File: src/design/sched_pkg.sv
// Overview of operation
// Control enable acts from next frame
// Control enable sampled before every control service
// Software advances control pointer before re-enabling
// No control list access while disabled
// Iso descriptor met: continue if iso enabled
// Iso disabled: stop periodic, go nonperiodic
// Iso enable change acts next frame
// Periodic enable acts from next frame
// Periodic enable read before periodic walk
// Ratio compared with control count first
// Control count kept across frames
// Ratio codes give 1:1 to 4:1
// Software restores ratio after reset
// Frames follow SOF, first 1 ms after operational
// Ratio reached: one bulk, then clear count
`default_nettype none

package sched_pkg;
    // ------------------------------------------------------------
    // Register map
    // ------------------------------------------------------------
    localparam logic [11:0] ADDR_LIST_CTRL  = 12'h000;
    localparam logic [11:0] ADDR_CUR_PTR    = 12'h004;
    localparam logic [11:0] ADDR_SCHED_STAT = 12'h008;
    localparam int          RATIO_LSB       = 0;
    localparam int          PERIODIC_BIT    = 2;
    localparam int          ISO_BIT         = 3;
    localparam int          CTRL_BIT        = 4;
    localparam int          PTR_LSB         = 4;
    localparam logic [1:0]  RATIO_RST       = 2'h0;
    localparam logic [27:0] PTR_RST         = 28'h0000000;

    // ------------------------------------------------------------
    // Timing
    // ------------------------------------------------------------
    localparam int CLK_PERIOD_NS = 5;
    localparam int SOF_DELAY_NS  = 1000000;
    localparam int FRAME_NS      = 1000000;
    localparam int SOF_DELAY_CYC = SOF_DELAY_NS / CLK_PERIOD_NS;
    localparam int FRAME_CYC     = FRAME_NS / CLK_PERIOD_NS;

    // ------------------------------------------------------------
    // List codes and scheduler states
    // ------------------------------------------------------------
    typedef enum logic [1:0] {
        LIST_PERIODIC = 2'h0,
        LIST_CTRL     = 2'h1,
        LIST_BULK     = 2'h2
    } list_t;

    typedef enum logic [3:0] {
        ST_IDLE = 4'h1,
        ST_PER  = 4'h2,
        ST_NPER = 4'h4,
        ST_DONE = 4'h8
    } state_t;
endpackage : sched_pkg

`default_nettype wire

File: src/design/frame_timer.sv
`default_nettype none

module frame_timer #(
    parameter int START_CYC = 200000,
    parameter int FRAME_CYC = 200000
) (
    input  wire logic clk_sys,
    input  wire logic reset,
    input  wire logic operational,
    output var  logic sof_r
);
    import sched_pkg::*;

    logic [31:0] cnt_r;
    logic        oper_d_r;

    // ------------------------------------------------------------
    // SOF generation
    // ------------------------------------------------------------
    // Entering operational restarts the wait; SOF repeats each frame
    always_ff @(posedge clk_sys or posedge reset) begin
        if (reset) begin
            cnt_r    <= 32'h0;
            oper_d_r <= 1'b0;
            sof_r    <= 1'b0;
        end else begin
            oper_d_r <= operational;
            sof_r    <= 1'b0;
            if (!operational || !oper_d_r) begin
                cnt_r <= 32'(START_CYC - 1);
            end else if (cnt_r == 32'h0) begin
                cnt_r <= 32'(FRAME_CYC - 1);
                sof_r <= 1'b1;
            end else begin
                cnt_r <= cnt_r - 32'h1;
            end
        end
    end
endmodule : frame_timer

`default_nettype wire

File: src/design/ratio_arbiter.sv
`default_nettype none

module ratio_arbiter (
    input  wire logic       clk_sys,
    input  wire logic       reset,
    input  wire logic [1:0] ratio,
    input  wire logic       ctrl_ok,
    input  wire logic       bulk_ok,
    input  wire logic       ctrl_served,
    input  wire logic       bulk_served,
    output logic            pick_ctrl,
    output logic            pick_bulk,
    output logic [2:0]      count
);
    import sched_pkg::*;

    logic [2:0] count_r;
    logic [2:0] limit;
    logic       ctrl_due;

    // ------------------------------------------------------------
    // Control to bulk choice
    // ------------------------------------------------------------
    // Code n allows n+1 control services per bulk service
    assign limit     = {1'b0, ratio} + 3'h1;
    assign ctrl_due  = ctrl_ok && (count_r < limit);
    assign pick_ctrl = ctrl_due || (ctrl_ok && !bulk_ok);
    assign pick_bulk = bulk_ok && !ctrl_due;
    assign count     = count_r;

    // Count has no frame input, so it carries over frame boundaries
    always_ff @(posedge clk_sys or posedge reset) begin
        if (reset) begin
            count_r <= 3'h0;
        end else if (bulk_served) begin
            count_r <= 3'h0;
        end else if (ctrl_served && count_r < limit) begin
            count_r <= count_r + 3'h1;
        end
    end
endmodule : ratio_arbiter

`default_nettype wire

File: src/design/list_sched_ctrl.sv
`default_nettype none

module list_sched_ctrl #(
    parameter int START_CYC = sched_pkg::SOF_DELAY_CYC,
    parameter int FRAME_CYC = sched_pkg::FRAME_CYC
) (
    input  wire logic               clk_sys,
    input  wire logic               reset,
    input  wire logic               psel,
    input  wire logic               penable,
    input  wire logic               pwrite,
    input  wire logic [11:0]        paddr,
    input  wire logic [31:0]        pwdata,
    output var  logic [31:0]        prdata,
    output var  logic               pready,
    output var  logic               pslverr,
    input  wire logic               operational,
    input  wire logic               ctrl_nonempty,
    input  wire logic               bulk_nonempty,
    input  wire logic               desc_ack,
    input  wire logic               desc_iso,
    input  wire logic               desc_last,
    input  wire logic               ptr_upd,
    input  wire logic [31:0]        ptr_upd_val,
    output var  logic               sched_req,
    output var  sched_pkg::list_t   sched_list,
    output var  logic               iso_allow,
    output var  logic [31:0]        current_ctrl_desc_ptr,
    output logic                    sof
);
    import sched_pkg::*;

    // ------------------------------------------------------------
    // Declarations
    // ------------------------------------------------------------
    logic [1:0]  ctrl_bulk_ratio_r;
    logic        periodic_list_en_r;
    logic        iso_en_r;
    logic        ctrl_list_en_r;
    logic [27:0] ptr_r;
    logic        iso_frame_r;
    logic        ctrl_armed_r;
    logic        sof_seen_r;
    state_t      state_r;
    state_t      state_nxt;
    logic        req_r;
    list_t       list_r;
    logic        ready_r;
    logic [31:0] rdata_r;
    logic        err_r;
    logic        access;
    logic        wr_done;
    logic        mapped;
    logic        frame_start;
    logic        ctrl_ok;
    logic        pick_ctrl;
    logic        pick_bulk;
    logic [2:0]  ctrl_count;
    logic        ctrl_served;
    logic        bulk_served;
    logic        iso_stop;
    logic        issue;
    logic [31:0] ctrl_word;
    logic [31:0] stat_word;

    // ------------------------------------------------------------
    // Submodules
    // ------------------------------------------------------------
    frame_timer #(
        .START_CYC (START_CYC),
        .FRAME_CYC (FRAME_CYC)
    ) u_frame_timer (
        .clk_sys     (clk_sys),
        .reset       (reset),
        .operational (operational),
        .sof_r       (sof)
    );

    ratio_arbiter u_ratio_arbiter (
        .clk_sys     (clk_sys),
        .reset       (reset),
        .ratio       (ctrl_bulk_ratio_r),
        .ctrl_ok     (ctrl_ok),
        .bulk_ok     (bulk_nonempty),
        .ctrl_served (ctrl_served),
        .bulk_served (bulk_served),
        .pick_ctrl   (pick_ctrl),
        .pick_bulk   (pick_bulk),
        .count       (ctrl_count)
    );

    // ------------------------------------------------------------
    // APB slave
    // ------------------------------------------------------------
    // One wait state: pready rises in the second access cycle
    assign access  = psel && penable;
    assign wr_done = access && ready_r && pwrite;
    assign mapped  = (paddr == ADDR_LIST_CTRL) || (paddr == ADDR_CUR_PTR) ||
                     (paddr == ADDR_SCHED_STAT);

    assign ctrl_word = {27'h0, ctrl_list_en_r, iso_en_r, periodic_list_en_r, ctrl_bulk_ratio_r};
    assign stat_word = {22'h0, ctrl_count, state_r, sof_seen_r, ctrl_armed_r, iso_frame_r};

    // Answer and read data are registered together
    always_ff @(posedge clk_sys or posedge reset) begin
        if (reset) begin
            ready_r <= 1'b0;
            rdata_r <= 32'h0;
            err_r   <= 1'b0;
        end else begin
            ready_r <= access && !ready_r;
            err_r   <= access && !ready_r && !mapped;
            if (access && !ready_r) begin
                unique case (paddr)
                    ADDR_LIST_CTRL:  rdata_r <= ctrl_word;
                    ADDR_CUR_PTR:    rdata_r <= {ptr_r, 4'h0};
                    ADDR_SCHED_STAT: rdata_r <= stat_word;
                    default:         rdata_r <= 32'h0;
                endcase
            end
        end
    end

    assign pready  = ready_r;
    assign prdata  = rdata_r;
    assign pslverr = err_r;

    // Control fields; ratio returns to 1:1 on any reset
    always_ff @(posedge clk_sys or posedge reset) begin
        if (reset) begin
            ctrl_bulk_ratio_r  <= RATIO_RST;
            periodic_list_en_r <= 1'b0;
            iso_en_r           <= 1'b0;
            ctrl_list_en_r     <= 1'b0;
        end else if (wr_done && paddr == ADDR_LIST_CTRL) begin
            ctrl_bulk_ratio_r  <= pwdata[RATIO_LSB +: 2];
            periodic_list_en_r <= pwdata[PERIODIC_BIT];
            iso_en_r           <= pwdata[ISO_BIT];
            ctrl_list_en_r     <= pwdata[CTRL_BIT];
        end
    end

    // Engine update of the pointer wins over a software write
    always_ff @(posedge clk_sys or posedge reset) begin
        if (reset) begin
            ptr_r <= PTR_RST;
        end else if (ptr_upd) begin
            ptr_r <= ptr_upd_val[31:PTR_LSB];
        end else if (wr_done && paddr == ADDR_CUR_PTR) begin
            ptr_r <= pwdata[31:PTR_LSB];
        end
    end

    assign current_ctrl_desc_ptr = {ptr_r, 4'h0};

    // ------------------------------------------------------------
    // Frame bookkeeping
    // ------------------------------------------------------------
    // A frame starts only when no request is in flight, so an SOF
    // during a descriptor is held until the engine answers
    assign frame_start = (sof || sof_seen_r) && !req_r;

    always_ff @(posedge clk_sys or posedge reset) begin
        if (reset) begin
            sof_seen_r <= 1'b0;
        end else if (sof) begin
            sof_seen_r <= !frame_start;
        end else if (frame_start) begin
            sof_seen_r <= 1'b0;
        end
    end

    // Iso enable copied only at frame start
    always_ff @(posedge clk_sys or posedge reset) begin
        if (reset) begin
            iso_frame_r <= 1'b0;
        end else if (frame_start) begin
            iso_frame_r <= iso_en_r;
        end
    end

    // A newly set control enable waits for the next frame start
    always_ff @(posedge clk_sys or posedge reset) begin
        if (reset) begin
            ctrl_armed_r <= 1'b0;
        end else if (!ctrl_list_en_r) begin
            ctrl_armed_r <= 1'b0;
        end else if (frame_start) begin
            ctrl_armed_r <= 1'b1;
        end
    end

    // Live enable checked on every control decision
    assign ctrl_ok = ctrl_list_en_r && ctrl_armed_r && ctrl_nonempty;

    // ------------------------------------------------------------
    // List walk state machine
    // ------------------------------------------------------------
    assign iso_stop    = desc_ack && list_r == LIST_PERIODIC && desc_iso && !iso_frame_r;
    assign ctrl_served = desc_ack && list_r == LIST_CTRL;
    assign bulk_served = desc_ack && list_r == LIST_BULK;
    assign issue       = !req_r && !frame_start &&
                         (state_r == ST_PER || (state_r == ST_NPER && (pick_ctrl || pick_bulk)));

    always_comb begin
        state_nxt = state_r;
        if (frame_start) begin
            state_nxt = periodic_list_en_r ? ST_PER : ST_NPER;
        end else begin
            unique case (state_r)
                ST_IDLE: state_nxt = ST_IDLE;
                ST_PER: begin
                    if (iso_stop || (desc_ack && desc_last)) begin
                        state_nxt = ST_NPER;
                    end
                end
                ST_NPER: begin
                    if (!req_r && !pick_ctrl && !pick_bulk) begin
                        state_nxt = ST_DONE;
                    end
                end
                ST_DONE: state_nxt = ST_DONE;
                default: state_nxt = ST_IDLE;
            endcase
        end
    end

    always_ff @(posedge clk_sys or posedge reset) begin
        if (reset) begin
            state_r <= ST_IDLE;
        end else begin
            state_r <= state_nxt;
        end
    end

    // Request stands until the engine acknowledges it
    always_ff @(posedge clk_sys or posedge reset) begin
        if (reset) begin
            req_r  <= 1'b0;
            list_r <= LIST_PERIODIC;
        end else if (desc_ack) begin
            req_r <= 1'b0;
        end else if (issue) begin
            req_r <= 1'b1;
            if (state_r == ST_PER) begin
                list_r <= LIST_PERIODIC;
            end else if (pick_ctrl) begin
                list_r <= LIST_CTRL;
            end else begin
                list_r <= LIST_BULK;
            end
        end
    end

    assign sched_req  = req_r;
    assign sched_list = list_r;
    assign iso_allow  = iso_frame_r;
endmodule : list_sched_ctrl

`default_nettype wire

File: config.mk
export PLATFORM = sky130hd
export DESIGN_NAME = list_sched_ctrl
export DESIGN_NICKNAME = d
export VERILOG_FILES = /design/src/design/sched_pkg.sv /design/src/design/frame_timer.sv /design/src/design/ratio_arbiter.sv /design/src/design/list_sched_ctrl.sv
export SDC_FILE = /design/constraint.sdc
export NUM_CORES = 1
export LEC_CHECK = 0
export BUFFER_PORTS_ARGS = -buffer_cell sky130_fd_sc_hd__buf_2
export CAP_MARGIN = 20
export CORE_AREA = 3 3 160 162
export DETAILED_ROUTE_END_ITERATION = 16
export DIE_AREA = 0 0 163 165
export SETUP_SLACK_MARGIN = 0.4
export SKIP_LAST_GASP = 1
export SYNTH_ARGS = -nofsm -noshare
export SYNTH_HDL_FRONTEND = slang
export SYNTH_HIERARCHICAL = 1
export SYNTH_SLANG_ARGS = --single-unit
File: constraint.sdc
create_clock -name clk_sys -period 5.1 [get_ports clk_sys]
set_clock_uncertainty 0.2 [all_clocks]
set_input_delay 0 -clock clk_sys [delete_from_list [all_inputs] [get_ports clk_sys]]
set_output_delay 0 -clock clk_sys [all_outputs]
set_load 0.02 [all_outputs]
==> results.md, run 1 <==
- Vias in the first global route: between 4k and 5k
- Worst setup path class: register to register
- First-pass GRT wire length: 25350 µm
- Setup_tns: 0 ns
- Layout area overhead: 43.35%
- Leading cell types by count after synthesis: dfrtp_1, nand2_1, mux2i_1, nand3_1, nor2_1
- CP peak stage delay: ~0.43 ns
- Crit path top cell by count: ha_1
- Fillers: ~2.5k
- Grt ovf: 0
- Routed wire per std cell: approximately 14 µm
- Final Max Tran Viols: 0
- Initial antenna violation count: 0
- Via count: 4980
- Leak: about 3.9 nW
- Crit path capture type: register
- Total GRT Usage: approximately an eighth
- Crit path time final: roughly 2.8 ns
- Clock root buffer: clkbuf_16
- Maximum vdd drop: 0.0001953 V
- CTS H-Tree Depth: 4
- Worst slew pin tran: 1.025 ns
- Synth top area cells: dfrtp_1, nand2_1, mux2i_1
- WL final: about 16000 µm
- Avg Inst Size Synth: roughly 10 µm²
- Die W: approximately 160 µm
- Clock transition at path regs: 0.05 ns
- Final setup fails: 0
- Synth Register Bits: 114
- Fin crit share: about 55%
- DP HPWL: 10810 µm
- Worst r2r src: ctrl_bulk_ratio_r[0]
- CTS sink count: between 100 and 150
- Crit path cell chain: ha_1 > inv_1 > ha_1 > o211a_1 > nor2_1 > a21boi_0 > o21bai_1 > a2111oi_4 > mux2_2
- Post-Syn Instances: roughly 550
- Largest net degree at the start of global routing: 67
- Status: complete, no violations
- Reg2Reg Setup Slack: around 2.3 ns
- Share of synthesized registers carrying an async set or reset: 100.0%
- Max-cap violations: 0
- Final Util: approximately a third
- Post-synthesis sequential area ratio: roughly half
- Synth Warn #: 6
- Slew headroom: a little under a third
- Proportion of layout cells with a drive suffix above 1: 27.61%
- Fmax: between 0.3 and 0.4 GHz
- Post-synth EDFFs: 0
- Core Area: roughly 24000 µm²
- Final ANT Viol Nets: 0
- Count leader, synth: dfrtp_1
- FF-to-FF End: sched_list[1]
- Drt first pass iters: 4
- Iteration-0 DRC count of the detailed router: a little under 300
- PD cells: around 300 nW/µm²
- Top cell type's share of synthesized area: between 50 and 60%
- CP Buf/Inv Count: 1
- RSZ-0062 raised after global routing: no
- Critical path startpoint category: register
- GPL Wtd Cong: about 0.76
- Clk_lat worst skew: between 0.4 and 0.5 ns
- WP data required: 5.19 ns
- # port buffers: 150
- Fin. Hold Viols: 0
- Clk buf depth: 2
- Cts bufs inserted: 17
- Primary FF master, synth: dfrtp_1
- Synth area leader: dfrtp_1
- DRC viols: 0
- R2R cell count: 9
- CTS tree: done
- Starting Density: a little under a quarter
- Crit-path slowest cell: a2111oi_4
- # nets final: just under 900
- Worst min-delay path class: primary input to async pin
- Row count: between 50 and 60
- Vias per cell: approximately 4.5
- Die area: between 20000 and 30000 µm²
- Top delay family on crit path: compound AO/OA/AOI/OAI gates
- Largest fanout on the critical path: 5
- Antenna cell count: 0
- Worst Path Arrival: slightly below 3 ns
- IO Pins: ~160
- Synthesized cell area: about 5600 µm²
- Netlist cell types: 62
- Die H: 165 µm
[stage by stage]
stage	instances	total power [mW]	area, µm²	hold slack, ns	setup slack, ns
floorplan	554	1.053	5562	-0.4464	2.477
global placement	1002	1.135	6590	-0.2543	2.338
detailed placement	1002	1.136	6590	-0.2569	2.309
CTS	1109	2.411	7949	0.04069	2.301
global route	1110	2.483	7956	0.06604	2.132
finish	1110	2.381	7956	0.05756	2.285
[worst max-delay path by stage]
| stage | startpoint | to | slack, ns | cells after the start |
|---|---|---|---|---|
| floorplan | ctrl_bulk_ratio_r[0] | sched_list[0] | 2.48 | 9 |
| global placement | pready | prdata[4] | 2.34 | 4 |
| detailed placement | ctrl_bulk_ratio_r[0] | sched_list[0] | 2.31 | 9 |
| CTS | ctrl_bulk_ratio_r[0] | sched_list[1] | 2.30 | 9 |
| global route | ctrl_bulk_ratio_r[0] | sched_list[1] | 2.13 | 9 |
| finish | ctrl_bulk_ratio_r[0] | sched_list[1] | 2.29 | 9 |
[placed cells by master, fill, tap and decap left out, types with 17 or more instances in the layout]
master and instances:
dfrtp_1 113, mux2i_1 34, o21ai_0 21, nand3_1 27, dlygate4sd3_1 76, nor2_1 26
clkbuf_16 17, o21ai_1 20, nand2_1 104, buf_2 150
[routing by layer]
metal,up-vias,part of all wire (%),GRT usage [%]
met1,2406,46,15.45
met2,129,46,18.95
met3,25,6.3,3.336
met5,-,0,0
met4,0,1.5,4.037
li1,2420,-,-
[flip-flops by register name (all words and copies together) (netlist names), 2 cells and up]
name,count
ctrl_bulk_ratio_r,2
prdata,32
ptr_r,28
sched_list,2
state_r,4
u_frame_timer/cnt_r,32
u_ratio_arbiter/count,3
[where the power goes]
part / switching, mW / internal [mW] / total, mW
Clock: 0.429 / 0.777 / 1.21
Sequential: 0.0216 / 0.928 / 0.949
Combinational: 0.121 / 0.105 / 0.226
[worst register-to-register path: stages (launching register included)]
cell       delay, ns
dfrtp_1         0.41
ha_1            0.29
inv_1           0.04
ha_1            0.26
o211a_1         0.21
nor2_1          0.06
a21boi_0        0.27
o21bai_1        0.15
a2111oi_4       0.43
mux2_2          0.38
[cell families after synthesis]
family	Yosys count	synth area share, %
adder cells (fa/ha/maj)	5	1.127
AND/OR/NAND/NOR	245	22.95
buffers and inverters	38	3.336
XOR/XNOR	14	2.209
AO/OA/AOI/OAI	91	10.93
multiplexers	43	7.958
flip-flops	114	51.42
other	1	0.06756
[what timing repair did]
| action | CTS | global route |
|---|---|---|
| endpoints found under the hold margin | 167 | 0 |
| hold buffers | 76 | 0 |
| resized for setup | 0 | 0 |
| buffers inserted | 0 | 0 |
[cell type report]
type	count	area [µm²]	area share, %
Clock inverter	13	158.9	1.997
Sequential cell	114	2854	35.87
Multi-Input combinational cell	402	2522	31.70
Timing Repair Buffer	230	1541	19.37
Clock buffer	18	439.2	5.520
Inverter	9	35.03	0.4403
Tap cell	324	405.4	5.095
(Power assumes the default switching activity.)
==> run 2, diff against run 1 <==
- clock period: 5.1 -> 2.95 ns (I/O delays scaled with it)
==> results.md, run 2 (same netlist as run 1, synthesis figures left out) <==
- Status: complete, no violations
- Via count: between 5k and 6k
- Leak: approximately 4 nW
- Worst slew pin tran: approximately 0.92 ns
- Final Util: 33.78%
- Maximum vdd drop: roughly 0.00037 V
- WP data required: about 3.0 ns
- Largest fanout on the critical path: 3
- RSZ-0062 raised after global routing: yes
- Reg2Reg Setup Slack: ~0.45 ns
- Clock transition at path regs: about 0.060 ns
- Starting Density: a little under a quarter
- Final setup fails: 0
- Critical path startpoint category: register
- Setup_tns: 0 ns
- Die W: roughly 160 µm
- Grt ovf: 0
- Largest net degree at the start of global routing: 57
- CTS H-Tree Depth: 4
- CTS tree: done
- Slack of the critical path: around 0.45 ns
- First-pass GRT wire length: around 26000 µm
- CTS sink count: 114
- Crit path capture type: register
- R2R cell count: 9
- Routed wire per std cell: about 15 µm
- PD cells: roughly 510 nW/µm²
- Iteration-0 DRC count of the detailed router: ~300
- Vias in the first global route: ~5k
- Clock power share: ~50%
- Hold path start: bulk_nonempty
- Worst min-delay path class: primary input to register
- Worst setup path class: register to register
- # port buffers: 150
- Max-cap violations: 0
- Drt first pass iters: 5
- Power share of the combinational group: a little under a tenth
- Die H: 165 µm
- Sequential Power Share: roughly two fifths
- Fmax: 0.3996 GHz
- WL final: between 15000 and 20000 µm
- Proportion of layout cells with a drive suffix above 1: 30.22%
- Slew headroom: between 30% and 40%
- Final ANT Viol Nets: 0
- Layout area overhead: 47.59%
- GPL Wtd Cong: 0.7856
- Antenna cell count: 0
- DP HPWL: 11080 µm
- Fin. Hold Viols: 0
- Cell internal pwr: 3.138 mW
- Vias per cell: 4.505
- Worst r2r src: ctrl_bulk_ratio_r[0]
- Core Area: between 20000 and 25000 µm²
- Row count: 57
- Critical path origin: ctrl_bulk_ratio_r[0]
- Die area: ~27000 µm²
- Most frequent cells in the layout: buf_2, dfrtp_1, nand2_1, dlygate4sd3_1, mux2i_1
- Most common cell after layout, fill and taps aside: buf_2
- Tot Pwr: ~4.1 mW
- Final Max Tran Viols: 0
- DRC viols: 0
- Clock root buffer: clkbuf_16
- P_sw: 1.003 mW
- Clk_lat worst skew: 0.42 ns
- FF-to-FF End: sched_list[1]
- Fin crit share: 84.83%
- # nets final: 884
- Cts bufs inserted: 17
- Total GRT Usage: between 10% and 20%
- IO Pins: approximately 160
- Net Sw Frac: between 20% and 30%
- Fillers: between 2k and 2.5k
- Clk buf depth: 2
- Hold path depth: 6
- Worst Path Arrival: around 2.6 ns
- Crit path time final: around 2.5 ns
- Hold endpoint: state_r[3]
- Initial antenna violation count: 0
- Fin Hold WS: 0.03110 ns
- Dpl ws: between 0.2 and 0.25 ns
[run 2: per-layer routing]
metal | global-route usage, % | share of wire [%] | up-vias
met5 | 0 | 0 | -
met4 | 2.845 | 0.36 | 0
met3 | 3.612 | 5.9 | 6
met2 | 21.28 | 50 | 144
met1 | 14.56 | 43 | 2476
li1 | - | - | 2456
[run 2: stage by stage]
stage          cells  instance area [µm²]
5_1_grt         1128                 8192
2_1_floorplan    554                 5562
4_1_cts         1125                 8103
3_5_place_dp    1009                 6643
6_report        1128                 8192
3_3_place_gp    1009                 6643
[run 2: how the worst max path moves through the flow]
stage,to,slack [ns],depth (start not counted)
floorplan,sched_list[0],0.39,9
detailed placement,sched_list[1],0.25,9
global placement,sched_list[1],0.28,9
global route,sched_list[1],0.33,9
finish,sched_list[1],0.45,9
CTS,sched_list[1],0.37,9
[run 2: area by class of cell]
cell class / instances / area (µm²) / share of cell area [%]
tap: 324 / 405.4 / 4.949
sequential: 114 / 2854 / 34.84
inverter: 9 / 35.03 / 0.4277
clock inverter: 13 / 158.9 / 1.940
timing repair buffer: 247 / 1678 / 20.48
clock buffer: 19 / 442.9 / 5.407
multi-input combinational: 402 / 2618 / 31.95
[run 2: timing repair]
item	CTS	global route
pin swaps	11	8
buffers inserted	6	3
resized for setup	8	12
endpoints found under the setup margin	3	36
hold endpoints to repair	138	0
hold buffers	78	0
[run 2: power groups by stage]
stage                     combinational [mW]  clock [mW]  sequential (mW)
after global routing                   0.436        2.23             1.65
after global placement                 0.294           0             1.67
after detailed placement               0.295           0             1.67
final                                  0.395        2.10             1.64
after floorplan                        0.117           0             1.70
after CTS                              0.392        2.15             1.64
[run 2: worst max-delay path: stages (launching register included)]
cell,delay (ns)
dfrtp_1,0.42
ha_4,0.28
inv_2,0.04
ha_4,0.25
o211a_4,0.15
nor2_1,0.05
a21boi_2,0.17
o21bai_2,0.09
a2111oi_4,0.39
mux2_4,0.33
